## config.mk

```make
export PLATFORM = sky130hd
export DESIGN_NAME = ctg_gate
export DESIGN_NICKNAME = d
export VERILOG_FILES = /design/src/ctg_sync.v /design/src/ctg_cond.v /design/src/ctg_gate.v
export VERILOG_INCLUDE_DIRS = /design/src /design/src/src
export SDC_FILE = /design/constraint.sdc
export NUM_CORES = 1
export LEC_CHECK = 0
export ABC_AREA = 0
export ABC_CLOCK_PERIOD_IN_PS = 4300
export BUFFER_PORTS_ARGS = -buffer_cell sky130_fd_sc_hd__buf_2
export CAP_MARGIN = 10
export CORE_MARGIN = 3
export CORE_UTILIZATION = 64
export DETAILED_ROUTE_END_ITERATION = 8
export HOLD_SLACK_MARGIN = 0.1
export PLACE_DENSITY = 0.9
export SLEW_MARGIN = 40
export SYNTH_ARGS = -nofsm -noshare
export SYNTH_HDL_FRONTEND = slang
export SYNTH_SLANG_ARGS = --single-unit
```

## constraint.sdc

```tcl
create_clock -name CLOCK -period 4.3 [get_ports CLOCK]
set_input_delay 0.645 -clock CLOCK [delete_from_list [all_inputs] [get_ports CLOCK]]
set_output_delay 0.645 -clock CLOCK [all_outputs]
set_load 0.02 [all_outputs]
```

## src/ctg_defines.vh

```
// constants shared by the conditional tracking gate files
`ifndef CTG_DEFINES_VH
`define CTG_DEFINES_VH

// ****************************************
// register byte offsets
// ****************************************
`define CTG_OFS_CTRL      6'h00
`define CTG_OFS_STATUS    6'h04
`define CTG_OFS_CMD       6'h08
`define CTG_OFS_INPUTS    6'h0c
`define CTG_OFS_OUTPUTS   6'h10
`define CTG_OFS_INMAP     6'h14
`define CTG_OFS_OUTMAP    6'h18
`define CTG_OFS_SELECT    6'h1c
`define CTG_OFS_POSCNT    6'h20

// ****************************************
// field positions and reset values
// ****************************************
`define CTG_CTRL_EXT_BIT  0
`define CTG_CTRL_ECLR_BIT 1
`define CTG_RST_MODE      2'h0
`define CTG_RST_EXT       1'h0
`define CTG_RST_OUT       16'h0000
`define CTG_BASE_IO       4

// ****************************************
// characters and keywords
// ****************************************
`define CTG_CH_COMMA      8'h2c
`define CTG_CH_SPACE      8'h20
`define CTG_CH_CR         8'h0d
`define CTG_CH_LF         8'h0a
`define CTG_CH_SEMI       8'h3b
`define CTG_CH_ZERO       8'h30
`define CTG_KW_COND       32'h50534f43
`define CTG_KW_DIST       32'h50534f44
`define CTG_KW_FIRE       32'h50534f46
`define CTG_KW_BMAP       32'h50534f4d
`define CTG_KW_PULSE      32'h50534f50
`define CTG_KW_RTIME      32'h50534f52
`define CTG_KW_IO         32'h50534f54

`endif

```

## src/ctg_sync.v

```verilog
// two-stage synchroniser for a bus of asynchronous levels
`timescale 1ns/10ps
module ctg_sync
#(
	parameter W = 8
)
(
	// clock and reset
	input  wire         clk,
	input  wire         nrst,
	// levels
	input  wire [W-1:0] d,
	output reg  [W-1:0] q
);

	reg [W-1:0] meta_reg;

	// first stage is read only by the second
	always @(posedge clk)
	begin
		if (!nrst)
		begin
			meta_reg <= {W{1'b0}};
			q        <= {W{1'b0}};
		end
		else
		begin
			meta_reg <= d;
			q        <= meta_reg;
		end
	end

endmodule // ctg_sync

```

## src/ctg_cond.v

```verilog
// tracking-enable condition from mode, configuration and input levels
`timescale 1ns/10ps
module ctg_cond
(
	// configuration
	input  wire [1:0] mode,
	input  wire [2:0] sel,
	input  wire       lvl,
	input  wire [7:0] in_care,
	input  wire [7:0] in_val,
	input  wire       ext,
	// levels
	input  wire [7:0] ins,
	output reg        cond
);

	reg [7:0] ins_eff;
	reg [7:0] care_eff;

	always @*
	begin
		// absent extension inputs read as pulled up; modes 0 and 3 never compare them
		ins_eff  = ext ? ins : {4'hf, ins[3:0]};
		care_eff = ext ? in_care : {4'h0, in_care[3:0]};
		case (mode)
			2'h0: cond = 1'b1;
			2'h1: cond = (ins_eff[sel] == lvl);
			2'h2: cond = (ins_eff[sel] == lvl);
			2'h3: cond = (((ins_eff ^ in_val) & care_eff) == 8'h00);
			default: cond = 1'b1;
		endcase
	end

endmodule // ctg_cond

```

## src/ctg_gate.v

```verilog
// conditional tracking gate: command parser, condition, outputs, bus slave
//
// The implementer's own choices: the address map and the Avalon-MM register port.
`timescale 1ns/10ps
`include "ctg_defines.vh"
module ctg_gate
#(
	parameter CW = 32
)
(
	// clock and reset
	input  wire          CLOCK,
	input  wire          NRST,
	// avalon-mm slave
	input  wire [5:0]    AVS_ADDRESS,
	input  wire          AVS_READ,
	input  wire          AVS_WRITE,
	input  wire [31:0]   AVS_WRITEDATA,
	output reg  [31:0]   AVS_READDATA,
	output reg           AVS_WAITREQUEST,
	// controller ribbon port
	input  wire [7:0]    CMD_DATA,
	input  wire          CMD_STROBE,
	// general inputs and position steps
	input  wire [7:0]    GEN_IN,
	input  wire          POS_STEP,
	// general outputs and tracking
	output reg  [15:0]   GEN_OUT,
	output reg           TRACK_EN
);

	// ****************************************
	// parser states
	// ****************************************
	localparam ST_KW   = 2'h0;
	localparam ST_ARGS = 2'h1;
	localparam ST_SKIP = 2'h2;

	localparam G_NONE  = 3'h0;
	localparam G_COND  = 3'h1;

	// ****************************************
	// functions
	// ****************************************
	function [7:0] fold;
		input [7:0] c;
		begin
			if (c >= 8'h61 && c <= 8'h7a)
				fold = c - 8'h20;
			else
				fold = c;
		end
	endfunction

	function is_term;
		input [7:0] c;
		begin
			is_term = (c == `CTG_CH_CR) || (c == `CTG_CH_LF) ||
				(c == `CTG_CH_SEMI);
		end
	endfunction

	// {ok, care, value} of one map character
	function [2:0] map_bit;
		input [7:0] c;
		begin
			case (fold(c))
				8'h30: map_bit = 3'b110;
				8'h31: map_bit = 3'b111;
				8'h58: map_bit = 3'b100;
				default: map_bit = 3'b000;
			endcase
		end
	endfunction

	function [2:0] kw_group;
		input [31:0] k;
		begin
			case (k)
				`CTG_KW_COND:  kw_group = 3'h1;
				`CTG_KW_DIST:  kw_group = 3'h2;
				`CTG_KW_FIRE:  kw_group = 3'h3;
				`CTG_KW_BMAP:  kw_group = 3'h4;
				`CTG_KW_PULSE: kw_group = 3'h5;
				`CTG_KW_RTIME: kw_group = 3'h6;
				`CTG_KW_IO:    kw_group = 3'h7;
				default:       kw_group = G_NONE;
			endcase
		end
	endfunction

	// ****************************************
	// synchronisers
	// ****************************************
	wire [7:0]  in_s;
	wire [9:0]  rib_s;
	wire        step_s;

	ctg_sync #(.W(8)) u_sync_in
	(
		.clk  (CLOCK),
		.nrst (NRST),
		.d    (GEN_IN),
		.q    (in_s)
	);

	ctg_sync #(.W(10)) u_sync_rib
	(
		.clk  (CLOCK),
		.nrst (NRST),
		.d    ({POS_STEP, CMD_STROBE, CMD_DATA}),
		.q    (rib_s)
	);

	assign step_s = rib_s[9];

	// ****************************************
	// state
	// ****************************************
	reg          strb_d_reg;
	reg          step_d_reg;
	reg  [7:0]   hold_reg;
	reg          hold_v_reg;
	reg  [1:0]   st_reg;
	reg  [31:0]  kw_reg;
	reg  [2:0]   kcnt_reg;
	reg  [2:0]   grp_reg;
	reg  [2:0]   last_grp_reg;
	reg  [1:0]   fld_reg;
	reg  [4:0]   ccnt_reg;
	reg  [3:0]   pmode_reg;
	reg  [3:0]   pa1_reg;
	reg  [3:0]   pa2_reg;
	reg  [7:0]   pinc_reg;
	reg  [7:0]   pinv_reg;
	reg  [15:0]  poutc_reg;
	reg  [15:0]  poutv_reg;
	reg          bad_reg;
	reg          err_reg;
	reg  [1:0]   mode_reg;
	reg  [2:0]   sel_reg;
	reg          lvl_reg;
	reg  [7:0]   inc_reg;
	reg  [7:0]   inv_reg;
	reg  [15:0]  outc_reg;
	reg  [15:0]  outv_reg;
	reg          ext_reg;
	reg  [CW-1:0] cnt_reg;
	wire         cond;

	// ribbon byte wins; a software byte waits in the holding register
	wire         rib_v  = rib_s[8] & ~strb_d_reg;
	wire         byte_v = rib_v | hold_v_reg;
	wire [7:0]   byte_c = rib_v ? rib_s[7:0] : hold_reg;
	wire [7:0]   uc     = fold(byte_c);
	wire [4:0]   need_len = (fld_reg == 2'h0) ? 5'd1 :
		(pmode_reg != 4'h3) ? 5'd1 :
		(fld_reg == 2'h1) ? 5'd8 : 5'd16;
	wire         len_ok = (ccnt_reg == need_len);
	wire [2:0]   mb     = map_bit(byte_c);
	wire         dig    = (byte_c >= 8'h30) && (byte_c <= 8'h39);
	wire [3:0]   dval   = byte_c[3:0];
	wire         cmd_ok = !bad_reg && len_ok && (
		(pmode_reg == 4'h0 && fld_reg == 2'h0) ||
		((pmode_reg == 4'h1 || pmode_reg == 4'h2) && fld_reg == 2'h2 &&
			pa1_reg <= 4'h7 && pa2_reg <= 4'h1) ||
		(pmode_reg == 4'h3 && fld_reg == 2'h2));

	// ****************************************
	// command parser
	// ****************************************
	reg          parse_err;

	always @(posedge CLOCK)
	begin
		if (!NRST)
		begin
			st_reg       <= ST_KW;
			kw_reg       <= 32'h00000000;
			kcnt_reg     <= 3'h0;
			grp_reg      <= G_NONE;
			last_grp_reg <= G_NONE;
			fld_reg      <= 2'h0;
			ccnt_reg     <= 5'h00;
			pmode_reg    <= 4'h0;
			pa1_reg      <= 4'h0;
			pa2_reg      <= 4'h0;
			pinc_reg     <= 8'h00;
			pinv_reg     <= 8'h00;
			poutc_reg    <= 16'h0000;
			poutv_reg    <= 16'h0000;
			bad_reg      <= 1'b0;
			mode_reg     <= `CTG_RST_MODE;
			sel_reg      <= 3'h0;
			lvl_reg      <= 1'b0;
			inc_reg      <= 8'h00;
			inv_reg      <= 8'h00;
			outc_reg     <= 16'h0000;
			outv_reg     <= 16'h0000;
			parse_err    <= 1'b0;
		end
		else
		begin
			parse_err <= 1'b0;
			if (byte_v)
			begin
				case (st_reg)
					ST_KW:
					begin
						if (kcnt_reg != 3'h4)
						begin
							if (is_term(byte_c))
							begin
								kcnt_reg  <= 3'h0;
								parse_err <= (kcnt_reg != 3'h0);
							end
							else if (!(kcnt_reg == 3'h0 && uc == `CTG_CH_SPACE))
							begin
								kw_reg   <= {kw_reg[23:0], uc};
								kcnt_reg <= kcnt_reg + 3'h1;
							end
						end
						else
						begin
							kcnt_reg <= 3'h0;
							grp_reg  <= kw_group(kw_reg);
							fld_reg  <= 2'h0;
							ccnt_reg <= 5'h00;
							bad_reg  <= 1'b0;
							pinc_reg <= 8'h00;
							poutc_reg <= 16'h0000;
							if (kw_group(kw_reg) == G_NONE)
							begin
								parse_err <= 1'b1;
								st_reg    <= is_term(byte_c) ? ST_KW : ST_SKIP;
							end
							else
							begin
								last_grp_reg <= kw_group(kw_reg);
								if (kw_group(kw_reg) == G_COND)
								begin
									// the mode argument is not optional
									if (byte_c == `CTG_CH_COMMA)
										st_reg <= ST_ARGS;
									else
									begin
										parse_err <= 1'b1;
										st_reg    <= is_term(byte_c) ? ST_KW : ST_SKIP;
									end
								end
								else
									st_reg <= is_term(byte_c) ? ST_KW : ST_SKIP;
							end
						end
					end
					ST_ARGS:
					begin
						if (is_term(byte_c))
						begin
							st_reg <= ST_KW;
							if (cmd_ok)
							begin
								mode_reg <= pmode_reg[1:0];
								sel_reg  <= pa1_reg[2:0];
								lvl_reg  <= pa2_reg[0];
								if (pmode_reg == 4'h3)
								begin
									inc_reg  <= pinc_reg;
									inv_reg  <= pinv_reg;
									outc_reg <= poutc_reg;
									outv_reg <= poutv_reg;
								end
							end
							else
								parse_err <= 1'b1;
						end
						else if (byte_c == `CTG_CH_COMMA)
						begin
							if (!len_ok || fld_reg == 2'h2)
								bad_reg <= 1'b1;
							else
								fld_reg <= fld_reg + 2'h1;
							ccnt_reg <= 5'h00;
						end
						else if (byte_c != `CTG_CH_SPACE)
						begin
							if (ccnt_reg != 5'h1f)
								ccnt_reg <= ccnt_reg + 5'h01;
							if (fld_reg == 2'h0)
							begin
								bad_reg   <= bad_reg | ~dig;
								pmode_reg <= dval;
							end
							else if (pmode_reg == 4'h3)
							begin
								bad_reg <= bad_reg | ~mb[2];
								// rightmost character lands on bit 0
								if (fld_reg == 2'h1)
								begin
									pinc_reg <= {pinc_reg[6:0], mb[1]};
									pinv_reg <= {pinv_reg[6:0], mb[0]};
								end
								else
								begin
									poutc_reg <= {poutc_reg[14:0], mb[1]};
									poutv_reg <= {poutv_reg[14:0], mb[0]};
								end
							end
							else
							begin
								bad_reg <= bad_reg | ~dig;
								if (fld_reg == 2'h1)
									pa1_reg <= dval;
								else
									pa2_reg <= dval;
							end
						end
					end
					ST_SKIP:
					begin
						// other groups are recognised but not executed here
						if (is_term(byte_c))
							st_reg <= ST_KW;
					end
					default:
						st_reg <= ST_KW;
				endcase
			end
		end
	end

	// ****************************************
	// condition, outputs and position count
	// ****************************************
	ctg_cond u_cond
	(
		.mode    (mode_reg),
		.sel     (sel_reg),
		.lvl     (lvl_reg),
		.in_care (inc_reg),
		.in_val  (inv_reg),
		.ext     (ext_reg),
		.ins     (in_s),
		.cond    (cond)
	);

	wire [15:0] out_mask = ext_reg ? 16'hffff : 16'h000f;
	wire [15:0] out_next = ((GEN_OUT & ~outc_reg) | (outv_reg & outc_reg))
		& out_mask;

	always @(posedge CLOCK)
	begin
		if (!NRST)
		begin
			TRACK_EN   <= 1'b0;
			GEN_OUT    <= `CTG_RST_OUT;
			cnt_reg    <= {CW{1'b0}};
			step_d_reg <= 1'b0;
		end
		else
		begin
			step_d_reg <= step_s;
			TRACK_EN   <= cond;
			if (mode_reg == 2'h3 && !cond)
				GEN_OUT <= out_next;
			else
				GEN_OUT <= GEN_OUT & out_mask;
			// mode 1 keeps the count, mode 2 clears it on disable
			if (mode_reg == 2'h2 && TRACK_EN && !cond)
				cnt_reg <= {CW{1'b0}};
			else if (TRACK_EN && step_s && !step_d_reg)
				cnt_reg <= cnt_reg + {{(CW-1){1'b0}}, 1'b1};
		end
	end

	// ****************************************
	// avalon-mm slave
	// ****************************************
	wire req    = AVS_READ | AVS_WRITE;
	wire cmd_wr = AVS_WRITE && (AVS_ADDRESS == `CTG_OFS_CMD);
	// a byte write waits while the holding register is still full
	wire can_go = !(cmd_wr && hold_v_reg);
	wire wr_now = AVS_WRITE && !AVS_WAITREQUEST;

	always @(posedge CLOCK)
	begin
		if (!NRST)
		begin
			AVS_WAITREQUEST <= 1'b1;
			AVS_READDATA    <= 32'h00000000;
			hold_reg        <= 8'h00;
			hold_v_reg      <= 1'b0;
			strb_d_reg      <= 1'b0;
			ext_reg         <= `CTG_RST_EXT;
			err_reg         <= 1'b0;
		end
		else
		begin
			strb_d_reg <= rib_s[8];
			AVS_WAITREQUEST <= !(req && AVS_WAITREQUEST && can_go);
			if (byte_v && !rib_v)
				hold_v_reg <= 1'b0;
			if (wr_now && cmd_wr)
			begin
				hold_reg   <= AVS_WRITEDATA[7:0];
				hold_v_reg <= 1'b1;
			end
			if (wr_now && AVS_ADDRESS == `CTG_OFS_CTRL)
				ext_reg <= AVS_WRITEDATA[`CTG_CTRL_EXT_BIT];
			// a new error wins over a clear in the same cycle
			if (parse_err)
				err_reg <= 1'b1;
			else if (wr_now && AVS_ADDRESS == `CTG_OFS_CTRL &&
				AVS_WRITEDATA[`CTG_CTRL_ECLR_BIT])
				err_reg <= 1'b0;
			if (AVS_READ && AVS_WAITREQUEST)
			begin
				case (AVS_ADDRESS)
					`CTG_OFS_CTRL:    AVS_READDATA <= {31'h0, ext_reg};
					`CTG_OFS_STATUS:  AVS_READDATA <= {24'h0, hold_v_reg,
						last_grp_reg, err_reg, mode_reg, TRACK_EN};
					`CTG_OFS_INPUTS:  AVS_READDATA <= {24'h0, in_s};
					`CTG_OFS_OUTPUTS: AVS_READDATA <= {16'h0, GEN_OUT};
					`CTG_OFS_INMAP:   AVS_READDATA <= {16'h0, inc_reg, inv_reg};
					`CTG_OFS_OUTMAP:  AVS_READDATA <= {outc_reg, outv_reg};
					`CTG_OFS_SELECT:  AVS_READDATA <= {27'h0, lvl_reg, 1'b0,
						sel_reg};
					`CTG_OFS_POSCNT:  AVS_READDATA <= {{(32-CW){1'b0}}, cnt_reg};
					default:          AVS_READDATA <= 32'h00000000;
				endcase
			end
		end
	end

endmodule // ctg_gate

```

# Word level (Yosys, flattened, before mapping)
# Cells that the tools add are included.
# classes
order_cmp,7
n_reduce_logical,71
bitwise_logic,25
n_eq_ne,55
muxes,81
n_addsub,5
# ops
op,count
$pmux W32 S8,1
$eq A32 B31 Y1 const B,7
$mux W16,9
$mux W8,11
$and A16 B16 Y16,4
$eq A8 B6 Y1 const B,5
$mux W5,8
$mux W3,12
$add A32 B1 Y32 const B,1
$pmux W16 S2,1
$reduce_and A8 Y1,4
$logic_and A1 B1 Y1,25
$eq A6 B5 Y1 const B,4
$reduce_and A6 Y1,4
$pmux W3 S7,1
$mux W2,10
$ne A2 B2 Y1 const B,10
$mux W1,19
$reduce_and A9 Y1,2
$eq A8 B4 Y1 const B,2
$not A16 Y16,1
$or A16 B16 Y16,1
$pmux W8 S2,1
$eq A6 B4 Y1 const B,2
other kinds (52),99
# word_totals
elab_cells,281
out_inout_bits,50
reg_bits,294
in_bits,60

# Longest topological paths before layout
# Gate-level depths: netlist (run 1).
# logic_depth
depth_word,17
ltp_mapped,11
depth_no_buf,9

# Hierarchy
# A second synthesis (run 1) with hierarchy kept.
# unflattened
hier_cells,1497
hier_area_um2,13155.1
# modules_own_cells
mod,seq_area_each_um2,instances,area_each_um2,cells_each
ctg_gate,5165.0,1,11902.7,1390
ctg_sync at u_sync_rib,400.4,1,561.8,42
ctg_sync at u_sync_in,320.3,1,446.7,33
ctg_cond,0.0,1,244.0,32

# Worst setup path after synthesis (run 1)
# OpenSTA, ideal clock, no wires.
# synth_path
path_kind,flip-flop to flip-flop
from,reg fld_reg[1]
to,reg outc_reg[8]
t_arrival_ps,2507
t_required_ps,4170
synth_period_minus_slack_ps,2637
setup_slack_ps,1663
setup_ps,130
stages_incl_launch_ff,12
path_buffers,2
path_cell_list,dfxtp_1 inv_1 ha_1 or3b_1 a2111o_1 a211o_1 nor3_2 nand4_2 buf_2 buf_6 nand3_1 o21ai_0
# synth_via
elab_chain_cells,8
word_cells_on_any_way,17
cone_classes,eq/ne (3); mux (3); reduce/logical (11)
# synth_rtl
element,line_no,source
start: declaration,ctg_gate.v:129,reg [1:0] fld_reg;
start signal: assignment,ctg_gate.v:282,fld_reg <= fld_reg + 2'h1;
$eq A2 B1 Y1 or $eq A2 B2 Y1 (tied branches),"ctg_gate.v:158, ctg_gate.v:165, ctg_gate.v:167",
$mux W5 or $logic_and A1 B1 Y1 (tied branches),"ctg_gate.v:158, ctg_gate.v:165",
$mux W5 or $logic_and A1 B1 Y1 (tied branches),"ctg_gate.v:157, ctg_gate.v:165",
$mux W5 or $logic_and A1 B1 Y1 (tied branches),"ctg_gate.v:156, ctg_gate.v:166",
$eq A5 B5 Y1 or $logic_or A1 B1 Y1 (tied branches),"ctg_gate.v:159, ctg_gate.v:164",
$logic_and A1 B1 Y1 or $logic_or A1 B1 Y1 (tied branches),"ctg_gate.v:163, ctg_gate.v:166",
$logic_and A1 B1 Y1 (*),ctg_gate.v:163,wire cmd_ok = !bad_reg && len_ok && (
$reduce_and A5 Y1 (no source line) (*),-,
end signal: assignment,ctg_gate.v:270,outc_reg <= poutc_reg;
end: declaration,ctg_gate.v:145,reg [15:0] outc_reg;
# Every way passes the cells marked *; elsewhere a longest branch is shown, timed or not.
# A chain may end at the register's enable or synchronous reset.

# Worst setup path in the final report (run 1)
# layout_path
from,reg fld_reg[1]
to,reg inv_reg[4]
# layout_via
elab_chain_cells,8
word_cells_on_any_way,17
cone_classes,eq/ne (3); mux (3); reduce/logical (11)
# layout_rtl
element,line_no,source
$eq A2 B1 Y1 or $eq A2 B2 Y1 (tied branches),"ctg_gate.v:158, ctg_gate.v:165, ctg_gate.v:167",
$mux W5 or $logic_and A1 B1 Y1 (tied branches),"ctg_gate.v:158, ctg_gate.v:165",
$mux W5 or $logic_and A1 B1 Y1 (tied branches),"ctg_gate.v:157, ctg_gate.v:165",
$mux W5 or $logic_and A1 B1 Y1 (tied branches),"ctg_gate.v:156, ctg_gate.v:166",
$eq A5 B5 Y1 or $logic_or A1 B1 Y1 (tied branches),"ctg_gate.v:159, ctg_gate.v:164",
$logic_and A1 B1 Y1 or $logic_or A1 B1 Y1 (tied branches),"ctg_gate.v:163, ctg_gate.v:166",
$logic_and A1 B1 Y1 (*),ctg_gate.v:163,
$reduce_and A5 Y1 (no source line) (*),-,
end signal: assignment,ctg_gate.v:269,inv_reg <= pinv_reg;
end: declaration,ctg_gate.v:144,reg [7:0] inv_reg;
# Marks and branches as above.

==> results.rst, run 1 <==
.. list-table::
   :header-rows: 1

   * - Metric
     - Value
   * - Latest clock arrival within the worst-skew pair
     - 560 ps
   * - Pin count of the biggest net entering global routing
     - 98
   * - Post-CTS setup repair buffer count
     - 0
   * - Crit path cell chain
     - inv_1 -> ha_1 -> or3b_1 -> a2111o_1 -> a211o_1 -> nor3_2 -> nand4_4 -> buf_4 -> nand3_1 -> o21ai_0
   * - Setup violation total in the final timing report
     - 0
   * - Post-layout min period
     - 3620 ps
   * - Core Box Area
     - 18800 sq um
   * - Gate count after technology mapping
     - 1341
   * - Highest ir drop seen on vdd
     - 0.349 mV
   * - Critical Path AT
     - 4040 ps
   * - Capture instance of the worst register-to-register path
     - inv_reg[4]$_SDFFE_PN0P_
   * - CTS sink count
     - 294
   * - Pwr Total
     - 0.00559 W
   * - Sum Neg Setup Slack
     - 0 ps
   * - Unrepaired setup endpoints after global routing
     - no
   * - Total Routed Length
     - 31000 um
   * - Final Instance Area
     - 13900 sq um
   * - Number of synthesized flops with an enable pin
     - 0
   * - Cell area after synthesis
     - 12400 sq um
   * - Initial cell density of the core
     - 65.7%
   * - Clk Tree Root Cell
     - sky130_fd_sc_hd__clkbuf_16
   * - Max FO, Critical Path
     - 57
   * - Total number of yosys warnings
     - 0
   * - Number of global-route vias before repair
     - 10.0k
   * - WL/cell
     - 18.5 um
   * - Destination of the critical timing path
     - inv_reg[4]$_SDFFE_PN0P_
   * - Maximum operating frequency
     - 276 MHz
   * - Crit path setup slack, layout
     - 680 ps
   * - Max-slew violation total from the final report
     - 0
   * - Slowest library cell on the worst path
     - sky130_fd_sc_hd__nand4_4
   * - Worst rel slew slack
     - 47.1%
   * - Class of the most critical setup path
     - register to register
   * - Global routing usage summed across all routing layers
     - 28.4%
   * - Routed Antenna Nets
     - 0
   * - Area delta synth->final
     - 12.4%
   * - Worst Skew
     - 22.7 ps
   * - Vertical die dimension
     - 145 um
   * - Cell count along the critical path
     - 10
   * - Placed Area
     - 12900 sq um
   * - Distinct cell type count after synthesis
     - 83
   * - Antenna violations before repair
     - 0
   * - Ant. Diodes
     - 0
   * - Startpoint types
     - register
   * - Number of synthesized register bits
     - 294
   * - Drt first pass iters
     - 6
   * - Most used flip-flop cell after synthesis
     - sky130_fd_sc_hd__dfxtp_1
   * - Power density cells
     - 402 nW/um^2
   * - Outcome
     - finished clean
   * - Worst Max-Slew Pin Slew
     - 787 ps
   * - Final hold viol count
     - 0
   * - FFs w/ async S/R, synth
     - 0%
   * - Crit path required time
     - 4720 ps
   * - Top cells by area, synth
     - sky130_fd_sc_hd__dfxtp_1, sky130_fd_sc_hd__mux2i_1, sky130_fd_sc_hd__nor2_1
   * - Maximum count of clock buffers along a single path
     - 3
   * - Hold buffer count at CTS
     - 0
   * - Gpl congestion
     - 0.934
   * - Share of the yosys chip area belonging to registers
     - 47.6%
   * - Path type of the worst min-delay path
     - input pin to register
   * - Pre-CTS worst setup slack
     - 827 ps
   * - Via/cell ratio
     - 6.23
   * - Number of instances resized during post-cts repair
     - 0
   * - Worst setup path start
     - fld_reg[1]$_SDFFE_PN0P_
   * - Leakage power
     - 5.54 nW
   * - Deepest level of the CTS H-tree
     - 1
   * - Die area
     - 21000 sq um
   * - Capturing element type of the critical path
     - register
   * - DP HPWL
     - 21000 um
   * - DRC viols
     - 0
   * - Combined buffer and inverter count along the critical path
     - 2
   * - Per-instance average area after synthesis
     - 9.23 sq um
   * - Max-cap violation count
     - 0
   * - Cell Rows
     - 50
   * - Global route overflow
     - 0
   * - Worst flop-to-flop path startpoint
     - fld_reg[1]$_SDFFE_PN0P_
   * - DIE WIDTH
     - 145 um
   * - Via count
     - 10.4k
   * - TritonCTS clock tree
     - built
   * - Number of buffers added by the clock tree synthesis step
     - 29
   * - Kind of cell with the highest combined delay on the critical path
     - simple AND/OR/NAND/NOR gates
   * - Post-synth top area share
     - 47.6%
   * - Depth of the worst register-to-register path
     - 10
   * - Net count, final
     - 1467
   * - Reg clk slew, reported paths
     - 60 ps
   * - Wire length of the first global-routing pass
     - 50800 um
   * - Final core utilization
     - 73.9%
   * - Number of nets in the synthesized netlist
     - 1416
   * - Top-Level Pins
     - 110
   * - Number of violations reported at the end of detailed-routing iteration 0
     - 771
   * - Fraction of final layout cells sized beyond drive strength 1
     - 13.3%
   * - Share of the clock period used by the worst path
     - 84.2%
   * - Stage delay of the slowest cell on the critical path
     - 630 ps
   * - Cell type with the largest total area after synthesis
     - sky130_fd_sc_hd__dfxtp_1
   * - Reg2Reg Setup Slack
     - 680 ps
   * - Count of port buffers added during placement
     - 85
power breakdown:
group / switching [W] / internal [W] / leakage (nW) / total, W
logic: 0.000155 / 0.0000773 / 2.67 / 0.000233
registers: 0.0000241 / 0.00276 / 2.38 / 0.00279
clock network: 0.00105 / 0.00152 / 0.483 / 0.00257
total: 0.00123 / 0.00436 / 5.54 / 0.00559
metrics by stage:
step                cells  hold slack, ps
floorplan            1341             412
global placement     1621             415
detailed placement   1621             419
CTS                  1675             279
global route         1675             282
finish               1675             288
cells in the mapped netlist, types with 10 or more instances:
master,instances
sky130_fd_sc_hd__a21oi_1,38
sky130_fd_sc_hd__nor2_1,160
sky130_fd_sc_hd__and2_1,43
sky130_fd_sc_hd__a22o_1,10
sky130_fd_sc_hd__nand4_1,14
sky130_fd_sc_hd__clkbuf_1,59
sky130_fd_sc_hd__dfxtp_1,294
sky130_fd_sc_hd__nor3_1,29
sky130_fd_sc_hd__a41o_1,16
sky130_fd_sc_hd__o21ai_1,12
sky130_fd_sc_hd__nand3_1,65
sky130_fd_sc_hd__xnor2_1,13
sky130_fd_sc_hd__nand2_1,116
sky130_fd_sc_hd__inv_1,26
sky130_fd_sc_hd__a22oi_1,23
sky130_fd_sc_hd__ha_1,15
sky130_fd_sc_hd__a221oi_1,25
sky130_fd_sc_hd__o21ai_0,65
sky130_fd_sc_hd__o22ai_1,27
sky130_fd_sc_hd__a31oi_1,22
sky130_fd_sc_hd__xor2_1,25
sky130_fd_sc_hd__mux2i_1,88
placed cells by master, fill, tap and decap left out, types with 15 or more instances in the layout:
master                      synthesis  layout
sky130_fd_sc_hd__a21oi_1           38      38
sky130_fd_sc_hd__a221oi_1          25      25
sky130_fd_sc_hd__a22oi_1           23      23
sky130_fd_sc_hd__a31oi_1           22      22
sky130_fd_sc_hd__a41o_1            16      16
sky130_fd_sc_hd__and2_1            43      42
sky130_fd_sc_hd__buf_2              4      84
sky130_fd_sc_hd__clkbuf_16          0      29
sky130_fd_sc_hd__dfxtp_1          294     294
sky130_fd_sc_hd__ha_1              15      15
sky130_fd_sc_hd__inv_1             26      26
sky130_fd_sc_hd__mux2i_1           88      88
sky130_fd_sc_hd__nand2_1          116     116
sky130_fd_sc_hd__nand3_1           65      65
sky130_fd_sc_hd__nor2_1           160     157
sky130_fd_sc_hd__nor3_1            29      27
sky130_fd_sc_hd__o21ai_0           65      65
sky130_fd_sc_hd__o22ai_1           27      27
sky130_fd_sc_hd__xor2_1            25      25
worst reg2reg max path, cell delays in order, from the launching register on:
cell                       delay, ps
sky130_fd_sc_hd__dfxtp_1         350
sky130_fd_sc_hd__inv_1            70
sky130_fd_sc_hd__ha_1            310
sky130_fd_sc_hd__or3b_1          390
sky130_fd_sc_hd__a2111o_1        410
sky130_fd_sc_hd__a211o_1         300
sky130_fd_sc_hd__nor3_2          310
sky130_fd_sc_hd__nand4_4         630
sky130_fd_sc_hd__buf_4           460
sky130_fd_sc_hd__nand3_1         140
sky130_fd_sc_hd__o21ai_0         130
per-layer routing:
metal | GRT usage [%] | wire length (um)
met1 | 36.6 | 12600
met2 | 47.9 | 14800
met3 | 4.22 | 2230
met4 | 12.3 | 1390
met5 | 0 | 0
how the worst min path moves through the flow:
stage,startpoint,end,depth (start not counted),slack [ps]
3_5_place_dp,u_sync_rib.meta_reg[2]$_SDFF_PN0_,u_sync_rib.q[2]$_SDFF_PN0_,1,420
5_1_grt,GEN_IN[2],u_sync_in.meta_reg[2]$_SDFF_PN0_,2,280
6_report,GEN_IN[2],u_sync_in.meta_reg[2]$_SDFF_PN0_,2,290
4_1_cts,GEN_IN[2],u_sync_in.meta_reg[2]$_SDFF_PN0_,2,280
3_3_place_gp,u_sync_rib.meta_reg[8]$_SDFF_PN0_,u_sync_rib.q[8]$_SDFF_PN0_,1,420
2_1_floorplan,u_sync_in.meta_reg[0]$_SDFF_PN0_,u_sync_in.q[0]$_SDFF_PN0_,1,410
layout make-up:
type	count	area [sq um]
inverters	27	101
multi-input cells	941	6070
fillers	1314	4920
clock inverters	10	123
repair buffers	99	537
well taps	260	325
flip-flops and latches	294	5890
clock buffers	44	872
logic make-up after synthesis:
group | Yosys count | share of synthesized area, %
and+or+nand+nor | 503 | 19.8
AOI/OAI and AO/OA | 285 | 16.1
muxes | 99 | 8.44
buffers and inverters | 106 | 3.83
adders and majority gates | 16 | 1.60
DFF | 294 | 47.6
xor gates and xnor gates | 38 | 2.69
(Power assumes the default switching activity.)
==> run 2: changes to the inputs <==
--- a/config.mk
+++ b/config.mk
@@ -7,14 +7,14 @@
 export NUM_CORES = 1
 export LEC_CHECK = 0
 export ABC_AREA = 0
-export ABC_CLOCK_PERIOD_IN_PS = 4300
+export ABC_CLOCK_PERIOD_IN_PS = 3220
 export BUFFER_PORTS_ARGS = -buffer_cell sky130_fd_sc_hd__buf_2
 export CAP_MARGIN = 10
 export CORE_MARGIN = 3
-export CORE_UTILIZATION = 64
+export CORE_UTILIZATION = 54
 export DETAILED_ROUTE_END_ITERATION = 8
 export HOLD_SLACK_MARGIN = 0.1
-export PLACE_DENSITY = 0.9
+export PLACE_DENSITY = 0.81
 export SLEW_MARGIN = 40
 export SYNTH_ARGS = -nofsm -noshare
 export SYNTH_HDL_FRONTEND = slang
==> constraint.sdc (replaced) <==
create_clock -name CLOCK -period 3.22 [get_ports CLOCK]
set_input_delay 0.483 -clock CLOCK [delete_from_list [all_inputs] [get_ports CLOCK]]
set_output_delay 0.483 -clock CLOCK [all_outputs]
set_load 0.02 [all_outputs]
==> run 2 against run 1 <==
Effect of this change:
- critical path depth down 1
- combinational power rose by 33%
- register-to-register slack worse by 460 ps
- first-iteration DRC count grew 5.4%
- critical endpoint is now poutc_reg[9]$_SDFFE_PN0P_
==> results.rst, run 2 (synthesis gave the netlist of run 1 again) <==
.. list-table::
   :header-rows: 1

   * - Metric
     - Value
   * - Outcome
     - finished clean (unchanged)
   * - Crit path cell chain
     - nor2b_1 -> buf_4 -> nor2_1 -> a21oi_1 -> o21ai_1 -> or4_1 -> o22ai_2 -> buf_4 -> o22ai_1 (was inv_1 -> ha_1 -> or3b_1 -> a2111o_1 -> a211o_1 -> nor3_2 -> nand4_4 -> buf_4 -> nand3_1 -> o21ai_0)
   * - Leakage power
     - 5.58 nW (was 5.54 nW)
   * - Clk Tree Root Cell
     - sky130_fd_sc_hd__clkbuf_16 (unchanged)
   * - Number of violations reported at the end of detailed-routing iteration 0
     - 813 (was 771)
   * - Sequential cell area in the final layout
     - 5890 sq um (unchanged)
   * - Vertical die dimension
     - 157 um (was 145 um)
   * - Critical Path AT
     - 3420 ps (was 4040 ps)
   * - DRC viols
     - 0 (unchanged)
   * - Net count, final
     - 1476 (was 1467)
   * - Post-CTS setup repair buffer count
     - 0 (unchanged)
   * - Power density cells
     - 531 nW/um^2 (was 402 nW/um^2)
   * - Latest clock arrival within the worst-skew pair
     - 560 ps (about the same)
   * - Most frequent cells in the layout
     - sky130_fd_sc_hd__dfxtp_1, sky130_fd_sc_hd__nor2_1, sky130_fd_sc_hd__nand2_1, sky130_fd_sc_hd__mux2i_1, sky130_fd_sc_hd__buf_2 (unchanged)
   * - Final hold viol count
     - 0 (unchanged)
   * - Worst Max-Slew Pin Slew
     - 844 ps (was 787 ps)
   * - Max-slew violation total from the final report
     - 0 (unchanged)
   * - Unrepaired setup endpoints after global routing
     - no (unchanged)
   * - Global routing usage summed across all routing layers
     - 23.7% (was 28.4%)
   * - Ant. Diodes
     - 0 (unchanged)
   * - Routed Antenna Nets
     - 0 (unchanged)
   * - Class of the most critical setup path
     - register to register (unchanged)
   * - Via count
     - 10.3k (was 10.4k)
   * - WL/cell
     - 17.5 um (was 18.5 um)
   * - Number of global-route vias before repair
     - 9757 (was 10.0k)
   * - Hold buffer count at CTS
     - 0 (unchanged)
   * - Maximum operating frequency
     - 333 MHz (was 276 MHz)
   * - Cell Rows
     - 54 (was 50)
   * - Library cell appearing most often on the critical path
     - sky130_fd_sc_hd__buf_4
   * - Setup violation total in the final timing report
     - 0 (unchanged)
   * - Global route overflow
     - 0 (unchanged)
   * - Number of buffers added by the clock tree synthesis step
     - 29 (unchanged)
   * - Count of port buffers added during placement
     - 85 (unchanged)
   * - Path type of the worst min-delay path
     - input pin to register (unchanged)
   * - Max-cap violation count
     - 0 (unchanged)
   * - Capturing element type of the critical path
     - register (unchanged)
   * - Startpoint types
     - register (unchanged)
   * - Sum Neg Setup Slack
     - 0 ps (unchanged)
   * - Worst rel slew slack
     - 43.2% (was 47.1%)
   * - Worst Skew
     - 15.2 ps (was 22.7 ps)
   * - Post-layout min period
     - 3000 ps (was 3620 ps)
   * - CTS sink count
     - 294 (unchanged)
   * - Pre-CTS worst setup slack
     - 266 ps (was 827 ps)
   * - Gpl congestion
     - 0.967 (was 0.934)
   * - Wire length of the first global-routing pass
     - 48600 um (was 50800 um)
   * - Crit path setup slack, layout
     - 218 ps (was 680 ps)
   * - Top-Level Pins
     - 110 (unchanged)
   * - Fraction of final layout cells sized beyond drive strength 1
     - 13.6% (was 13.3%)
   * - Stage delay of the slowest cell on the critical path
     - 580 ps (was 630 ps)
   * - Kind of cell with the highest combined delay on the critical path
     - simple AND/OR/NAND/NOR gates (unchanged)
   * - DIE WIDTH
     - 157 um (was 145 um)
   * - DP HPWL
     - 20500 um (was 21000 um)
   * - Pin count of the biggest net entering global routing
     - 123 (was 98)
   * - Drt first pass iters
     - 5 (was 6)
   * - Reg clk slew, reported paths
     - 60 ps (about the same)
   * - Number of filler instances in the final layout
     - 1786 (was 1314)
   * - Share of the clock period used by the worst path
     - 93.2% (was 84.2%)
   * - Crit path required time
     - 3640 ps (was 4720 ps)
   * - Core Box Area
     - 22200 sq um (was 18800 sq um)
   * - Die area
     - 24800 sq um (was 21000 sq um)
   * - Via/cell ratio
     - 6.03 (was 6.23)
   * - Combined buffer and inverter count along the critical path
     - 2 (unchanged)
   * - TritonCTS clock tree
     - built (unchanged)
   * - Maximum count of clock buffers along a single path
     - 3 (unchanged)
   * - Slowest library cell on the worst path
     - sky130_fd_sc_hd__or4_1 (was sky130_fd_sc_hd__nand4_4)
   * - Highest ir drop seen on vdd
     - 0.404 mV (was 0.349 mV)
   * - Initial cell density of the core
     - 55.8% (was 65.7%)
   * - Deepest level of the CTS H-tree
     - 1 (unchanged)
   * - Area delta synth->final
     - 13.3% (was 12.4%)
   * - Area used by multi-input combinational logic
     - 6050 sq um (was 6070 sq um)
   * - Leading cell type in the layout, fill and taps excluded
     - sky130_fd_sc_hd__dfxtp_1 (unchanged)
   * - Final core utilization
     - 63.3% (was 73.9%)
   * - Max FO, Critical Path
     - 16 (was 57)
   * - Antenna violations before repair
     - 1 (was 0)
   * - Total Routed Length
     - 29800 um (was 31000 um)
-- run 2: cell types whose count changed in the layout (fill, tap and decap cells not counted), sizes merged --
cell | previous run | this run
clkinvlp | 3 | 4
inv | 28 | 27
clkinv | 4 | 6
clkbuf | 44 | 42
buf | 99 | 108
-- run 2: stage by stage --
stage	instances	total power [W]	cell area (sq um)	hold WS (ps)
floorplan	1341	0.00401	12400	412
global placement	1650	0.00410	13000	413
detailed placement	1650	0.00411	13000	418
CTS	1704	0.00748	14000	104
global route	1704	0.00767	14000	115
finish	1704	0.00744	14000	125
-- run 2: path summary, 6_finish.rpt --
| check | startpoint | to | slack (ps) | depth (start not counted) |
|---|---|---|---|---|
| setup / recovery | u_sync_rib.q[8]$_SDFF_PN0_ | poutc_reg[9]$_SDFFE_PN0P_ | 220 | 9 |
| hold / removal | GEN_IN[7] | u_sync_in.meta_reg[7]$_SDFF_PN0_ | 130 | 2 |
| setup reg to reg | u_sync_rib.q[8]$_SDFF_PN0_ | poutc_reg[9]$_SDFFE_PN0P_ | 220 | 9 |
| hold reg to reg | u_sync_in.meta_reg[1]$_SDFF_PN0_ | u_sync_in.q[1]$_SDFF_PN0_ | 420 | 1 |
-- run 2: layer usage --
layer / GRT usage (%) / vias to the layer above / routed length, um
li1: - / 4951 / -
met1: 30.8 / 4859 / 12500
met2: 39.6 / 379 / 13900
met3: 4.01 / 88 / 2180
met4: 8.84 / 0 / 1100
met5: 0 / - / 0
-- run 2: repair_timing --
item,in CTS,in global routing
endpoints found under the setup margin,0,20
resized for setup,0,2
hold endpoints to repair,0,0
-- run 2: worst reg2reg max path, stage by stage, from the launching register on --
cell and delay, ps:
sky130_fd_sc_hd__dfxtp_1 450, sky130_fd_sc_hd__nor2b_1 420, sky130_fd_sc_hd__buf_4 240, sky130_fd_sc_hd__nor2_1 50, sky130_fd_sc_hd__a21oi_1 320, sky130_fd_sc_hd__o21ai_1 310
sky130_fd_sc_hd__or4_1 580, sky130_fd_sc_hd__o22ai_2 140, sky130_fd_sc_hd__buf_4 240, sky130_fd_sc_hd__o22ai_1 120
-- run 2: area by class of cell --
type                    instances  area share, %
clock buffers                  42           6.02
clock inverters                12          0.991
inverters                      27          0.732
multi-input cells             941           43.2
flip-flops and latches        294           42.0
well taps                     280           2.50
repair buffers                108           4.58
-- run 2: power by group --
part           internal (W)  switching (W)  total (W)
Combinational      0.000105       0.000204   0.000309
Sequential          0.00369      0.0000331    0.00372
Clock               0.00199        0.00142    0.00341
Total               0.00579        0.00166    0.00744
==> run 3: changes to the inputs <==
--- a/config.mk
+++ b/config.mk
@@ -11,11 +11,13 @@
 export BUFFER_PORTS_ARGS = -buffer_cell sky130_fd_sc_hd__buf_2
 export CAP_MARGIN = 10
 export CORE_MARGIN = 3
-export CORE_UTILIZATION = 54
+export CORE_UTILIZATION = 56
+export CTS_BUF_LIST = sky130_fd_sc_hd__clkbuf_4 sky130_fd_sc_hd__clkbuf_8
 export DETAILED_ROUTE_END_ITERATION = 8
 export HOLD_SLACK_MARGIN = 0.1
-export PLACE_DENSITY = 0.81
+export PLACE_DENSITY = 0.84
 export SLEW_MARGIN = 40
 export SYNTH_ARGS = -nofsm -noshare
 export SYNTH_HDL_FRONTEND = slang
 export SYNTH_SLANG_ARGS = --single-unit
+export TNS_END_PERCENT = 30
==> run 3 against run 2 <==
Effect of this change:
- first-iteration DRC count down 3.2%
- power shrank 1.4%
- critical path type unchanged
- fmax is 3.5% higher
- critical path depth unchanged
- global-route usage rose by 1.2 points
- die area down 3.4%
- largest power group unchanged
- wire length is 2.0% higher
- clock power fell by 4%
- clock skew up 20 ps
- sequential cell count did not move
- sequential share of layout area fell by 0.57 points
- worst hold slack about the same
==> results.rst, run 3 (synthesis gave the netlist of run 1 again) <==
.. list-table::
   :header-rows: 1

   * - Metric
     - Value
   * - Worst setup path start
     - fld_reg[1]$_SDFFE_PN0P_ (was u_sync_rib.q[8]$_SDFF_PN0_)
   * - Max-cap violation count
     - 0 (unchanged)
   * - Path type of the worst min-delay path
     - input pin to register (unchanged)
   * - WL/cell
     - 17.4 um (was 17.5 um)
   * - Number of buffers added by the clock tree synthesis step
     - 47 (was 29)
   * - DIE WIDTH
     - 155 um (was 157 um)
   * - Capturing element type of the critical path
     - register (unchanged)
   * - Setup violation total in the final timing report
     - 0 (unchanged)
   * - TritonCTS clock tree
     - built (unchanged)
   * - DRC viols
     - 0 (unchanged)
   * - Via/cell ratio
     - 5.91 (was 6.03)
   * - Via count
     - 10.3k (about the same)
   * - Highest ir drop seen on vdd
     - 0.431 mV (was 0.404 mV)
   * - Pin count of the biggest net entering global routing
     - 147 (was 123)
   * - Worst rel slew slack
     - 51.5% (was 43.2%)
   * - Gpl congestion
     - 0.928 (was 0.967)
   * - Ant. Diodes
     - 0 (unchanged)
   * - Number of violations reported at the end of detailed-routing iteration 0
     - 787 (was 813)
   * - Vertical die dimension
     - 155 um (was 157 um)
   * - Deepest level of the CTS H-tree
     - 2 (was 1)
   * - Sequential cell area in the final layout
     - 5890 sq um (unchanged)
   * - Global route overflow
     - 0 (unchanged)
   * - Critical Path AT
     - 3350 ps (was 3420 ps)
   * - Cell Rows
     - 53 (was 54)
   * - Power density cells
     - 516 nW/um^2 (was 531 nW/um^2)
   * - Reg2Reg Setup Slack
     - 320 ps (was 220 ps)
   * - CTS sink count
     - 294 (unchanged)
   * - Wire length of the first global-routing pass
     - 49400 um (was 48600 um)
   * - Met1 Wirelength
     - 13000 um (was 12500 um)
   * - Total Routed Length
     - 30300 um (was 29800 um)
   * - Final hold viol count
     - 0 (unchanged)
   * - Top-Level Pins
     - 110 (unchanged)
   * - Crit path required time
     - 3670 ps (was 3640 ps)
   * - Max FO, Critical Path
     - 6 (was 16)
   * - Worst Skew
     - 34.9 ps (was 15.2 ps)
   * - Class of the most critical setup path
     - register to register (unchanged)
   * - Leakage power
     - 5.72 nW (was 5.58 nW)
   * - Sum Neg Setup Slack
     - 0 ps (unchanged)
   * - Highest metal layer used by the detailed router
     - met4 (unchanged)
   * - Number of global-route vias before repair
     - 9902 (was 9757)
   * - Destination of the critical timing path
     - mode_reg[0]$_SDFFE_PN0P_ (was poutc_reg[9]$_SDFFE_PN0P_)
   * - Global routing usage summed across all routing layers
     - 24.9% (was 23.7%)
   * - Met3 WL post-DR
     - 2050 um (was 2180 um)
   * - Max-slew violation total from the final report
     - 0 (unchanged)
   * - Most frequent cells in the layout
     - sky130_fd_sc_hd__dfxtp_1, sky130_fd_sc_hd__nor2_1, sky130_fd_sc_hd__nand2_1, sky130_fd_sc_hd__mux2i_1, sky130_fd_sc_hd__buf_2 (unchanged)
   * - Leading cell type in the layout, fill and taps excluded
     - sky130_fd_sc_hd__dfxtp_1 (unchanged)
   * - Die area
     - 23900 sq um (was 24800 sq um)
   * - Antenna violations before repair
     - 0 (was 1)
   * - Initial cell density of the core
     - 58.0% (was 55.8%)
   * - Worst Max-Slew Pin Slew
     - 726 ps (was 844 ps)
   * - DP HPWL
     - 20700 um (was 20500 um)
   * - Number of filler instances in the final layout
     - 1702 (was 1786)
   * - Startpoint types
     - register (unchanged)
   * - Area delta synth->final
     - 14.8% (was 13.3%)
   * - Maximum operating frequency
     - 345 MHz (was 333 MHz)
   * - Clk Tree Root Cell
     - sky130_fd_sc_hd__clkbuf_8 (was sky130_fd_sc_hd__clkbuf_16)
   * - Outcome
     - finished clean (unchanged)
   * - Post-layout min period
     - 2900 ps (was 3000 ps)
   * - Depth of the worst register-to-register path
     - 9 (unchanged)
   * - Unrepaired setup endpoints after global routing
     - no (unchanged)
   * - Drt first pass iters
     - 5 (unchanged)
   * - Capture instance of the worst register-to-register path
     - mode_reg[0]$_SDFFE_PN0P_ (was poutc_reg[9]$_SDFFE_PN0P_)
   * - Reg clk slew, reported paths
     - 60 ps (about the same)
   * - Fraction of final layout cells sized beyond drive strength 1
     - 15.8% (was 13.6%)
   * - Core Box Area
     - 21400 sq um (was 22200 sq um)
   * - Net count, final
     - 1510 (was 1476)
   * - Latest clock arrival within the worst-skew pair
     - 570 ps (was 560 ps)
   * - Area used by multi-input combinational logic
     - 6070 sq um (was 6050 sq um)
   * - Maximum count of clock buffers along a single path
     - 3 (unchanged)
   * - Routed Antenna Nets
     - 0 (unchanged)
   * - Worst flop-to-flop path startpoint
     - fld_reg[1]$_SDFFE_PN0P_ (was u_sync_rib.q[8]$_SDFF_PN0_)
   * - Share of the clock period used by the worst path
     - 90.1% (was 93.2%)
   * - Routed length on met2
     - 14300 um (was 13900 um)
   * - Minimum hold slack
     - 125 ps (about the same)
   * - Count of port buffers added during placement
     - 85 (unchanged)
[run 3: changes by cell type in the layout (fill, tap and decap cells not counted), moves of 2 or more]
cell                            previous run  this run
sky130_fd_sc_hd__clkbuf_8                  7        55
sky130_fd_sc_hd__and2_2                    0         2
sky130_fd_sc_hd__clkbuf_1                  6         0
sky130_fd_sc_hd__buf_12                    3         5
sky130_fd_sc_hd__clkbuf_16                29         0
sky130_fd_sc_hd__dlygate4sd3_1             0        15
sky130_fd_sc_hd__clkbuf_4                  0        18
sky130_fd_sc_hd__clkinvlp_4                4         1
sky130_fd_sc_hd__clkinv_2                  5         7
sky130_fd_sc_hd__and2_1                   43        41
[run 3: metal layers]
layer,vias up,GRT usage [%]
met3,79,4.25
met1,4815,32.0
met5,-,0
met4,0,9.76
li1,5042,-
met2,368,41.8
[run 3: how the worst min path moves through the flow]
stage,start,end,slack (ps),cells after the start
2_1_floorplan,u_sync_in.meta_reg[0]$_SDFF_PN0_,u_sync_in.q[0]$_SDFF_PN0_,410,1
3_3_place_gp,u_sync_rib.meta_reg[9]$_SDFF_PN0_,u_sync_rib.q[9]$_SDFF_PN0_,420,1
3_5_place_dp,u_sync_in.meta_reg[3]$_SDFF_PN0_,u_sync_in.q[3]$_SDFF_PN0_,420,1
4_1_cts,POS_STEP,u_sync_rib.meta_reg[9]$_SDFF_PN0_,100,2
5_1_grt,GEN_IN[0],u_sync_in.meta_reg[0]$_SDFF_PN0_,120,2
6_report,POS_STEP,u_sync_rib.meta_reg[9]$_SDFF_PN0_,120,2
[run 3: final cells by class]
type / count / share of cell area [%]
clock buffer: 73 / 6.28
clock inverter: 10 / 0.652
inverter: 27 / 0.722
multi-input combinational: 941 / 42.7
sequential: 294 / 41.4
tap: 275 / 2.42
timing repair buffer: 124 / 5.78
[run 3: per-stage QoR]
stage	area, sq um	setup slack (ps)	power, W	std cells	util [%]
final	14200	320	0.00734	1744	66.5
after global routing	14200	174	0.00758	1744	66.5
after CTS	14200	206	0.00738	1744	66.4
after detailed placement	13000	257	0.00411	1646	61.1
after global placement	13000	348	0.00410	1646	61.1
after floorplan	12400	583	0.00401	1341	-
[run 3: power breakdown]
part	leakage [nW]	internal, W	switching (W)
combinational	2.81	0.000122	0.000206
sequential	2.38	0.00369	0.0000321
clock	0.527	0.00185	0.00144
total	5.72	0.00566	0.00168
[run 3: critical path: stages (launching register included)]
cell                       delay, ps
sky130_fd_sc_hd__dfxtp_1         360
sky130_fd_sc_hd__inv_1            80
sky130_fd_sc_hd__ha_1            190
sky130_fd_sc_hd__or3b_1          350
sky130_fd_sc_hd__a2111o_1        410
sky130_fd_sc_hd__a211o_1         310
sky130_fd_sc_hd__nor3_2          280
sky130_fd_sc_hd__nand4_1         450
sky130_fd_sc_hd__mux2i_1         290
sky130_fd_sc_hd__nor2_1           60
[run 3: what timing repair did]
action | 4_1_cts | 5_1_grt
hold buffers | 15 | 0
endpoints found under the hold margin | 15 | 0
setup endpoints to repair | 0 | 26
gates resized for setup | 0 | 3
buffers inserted | 0 | 0
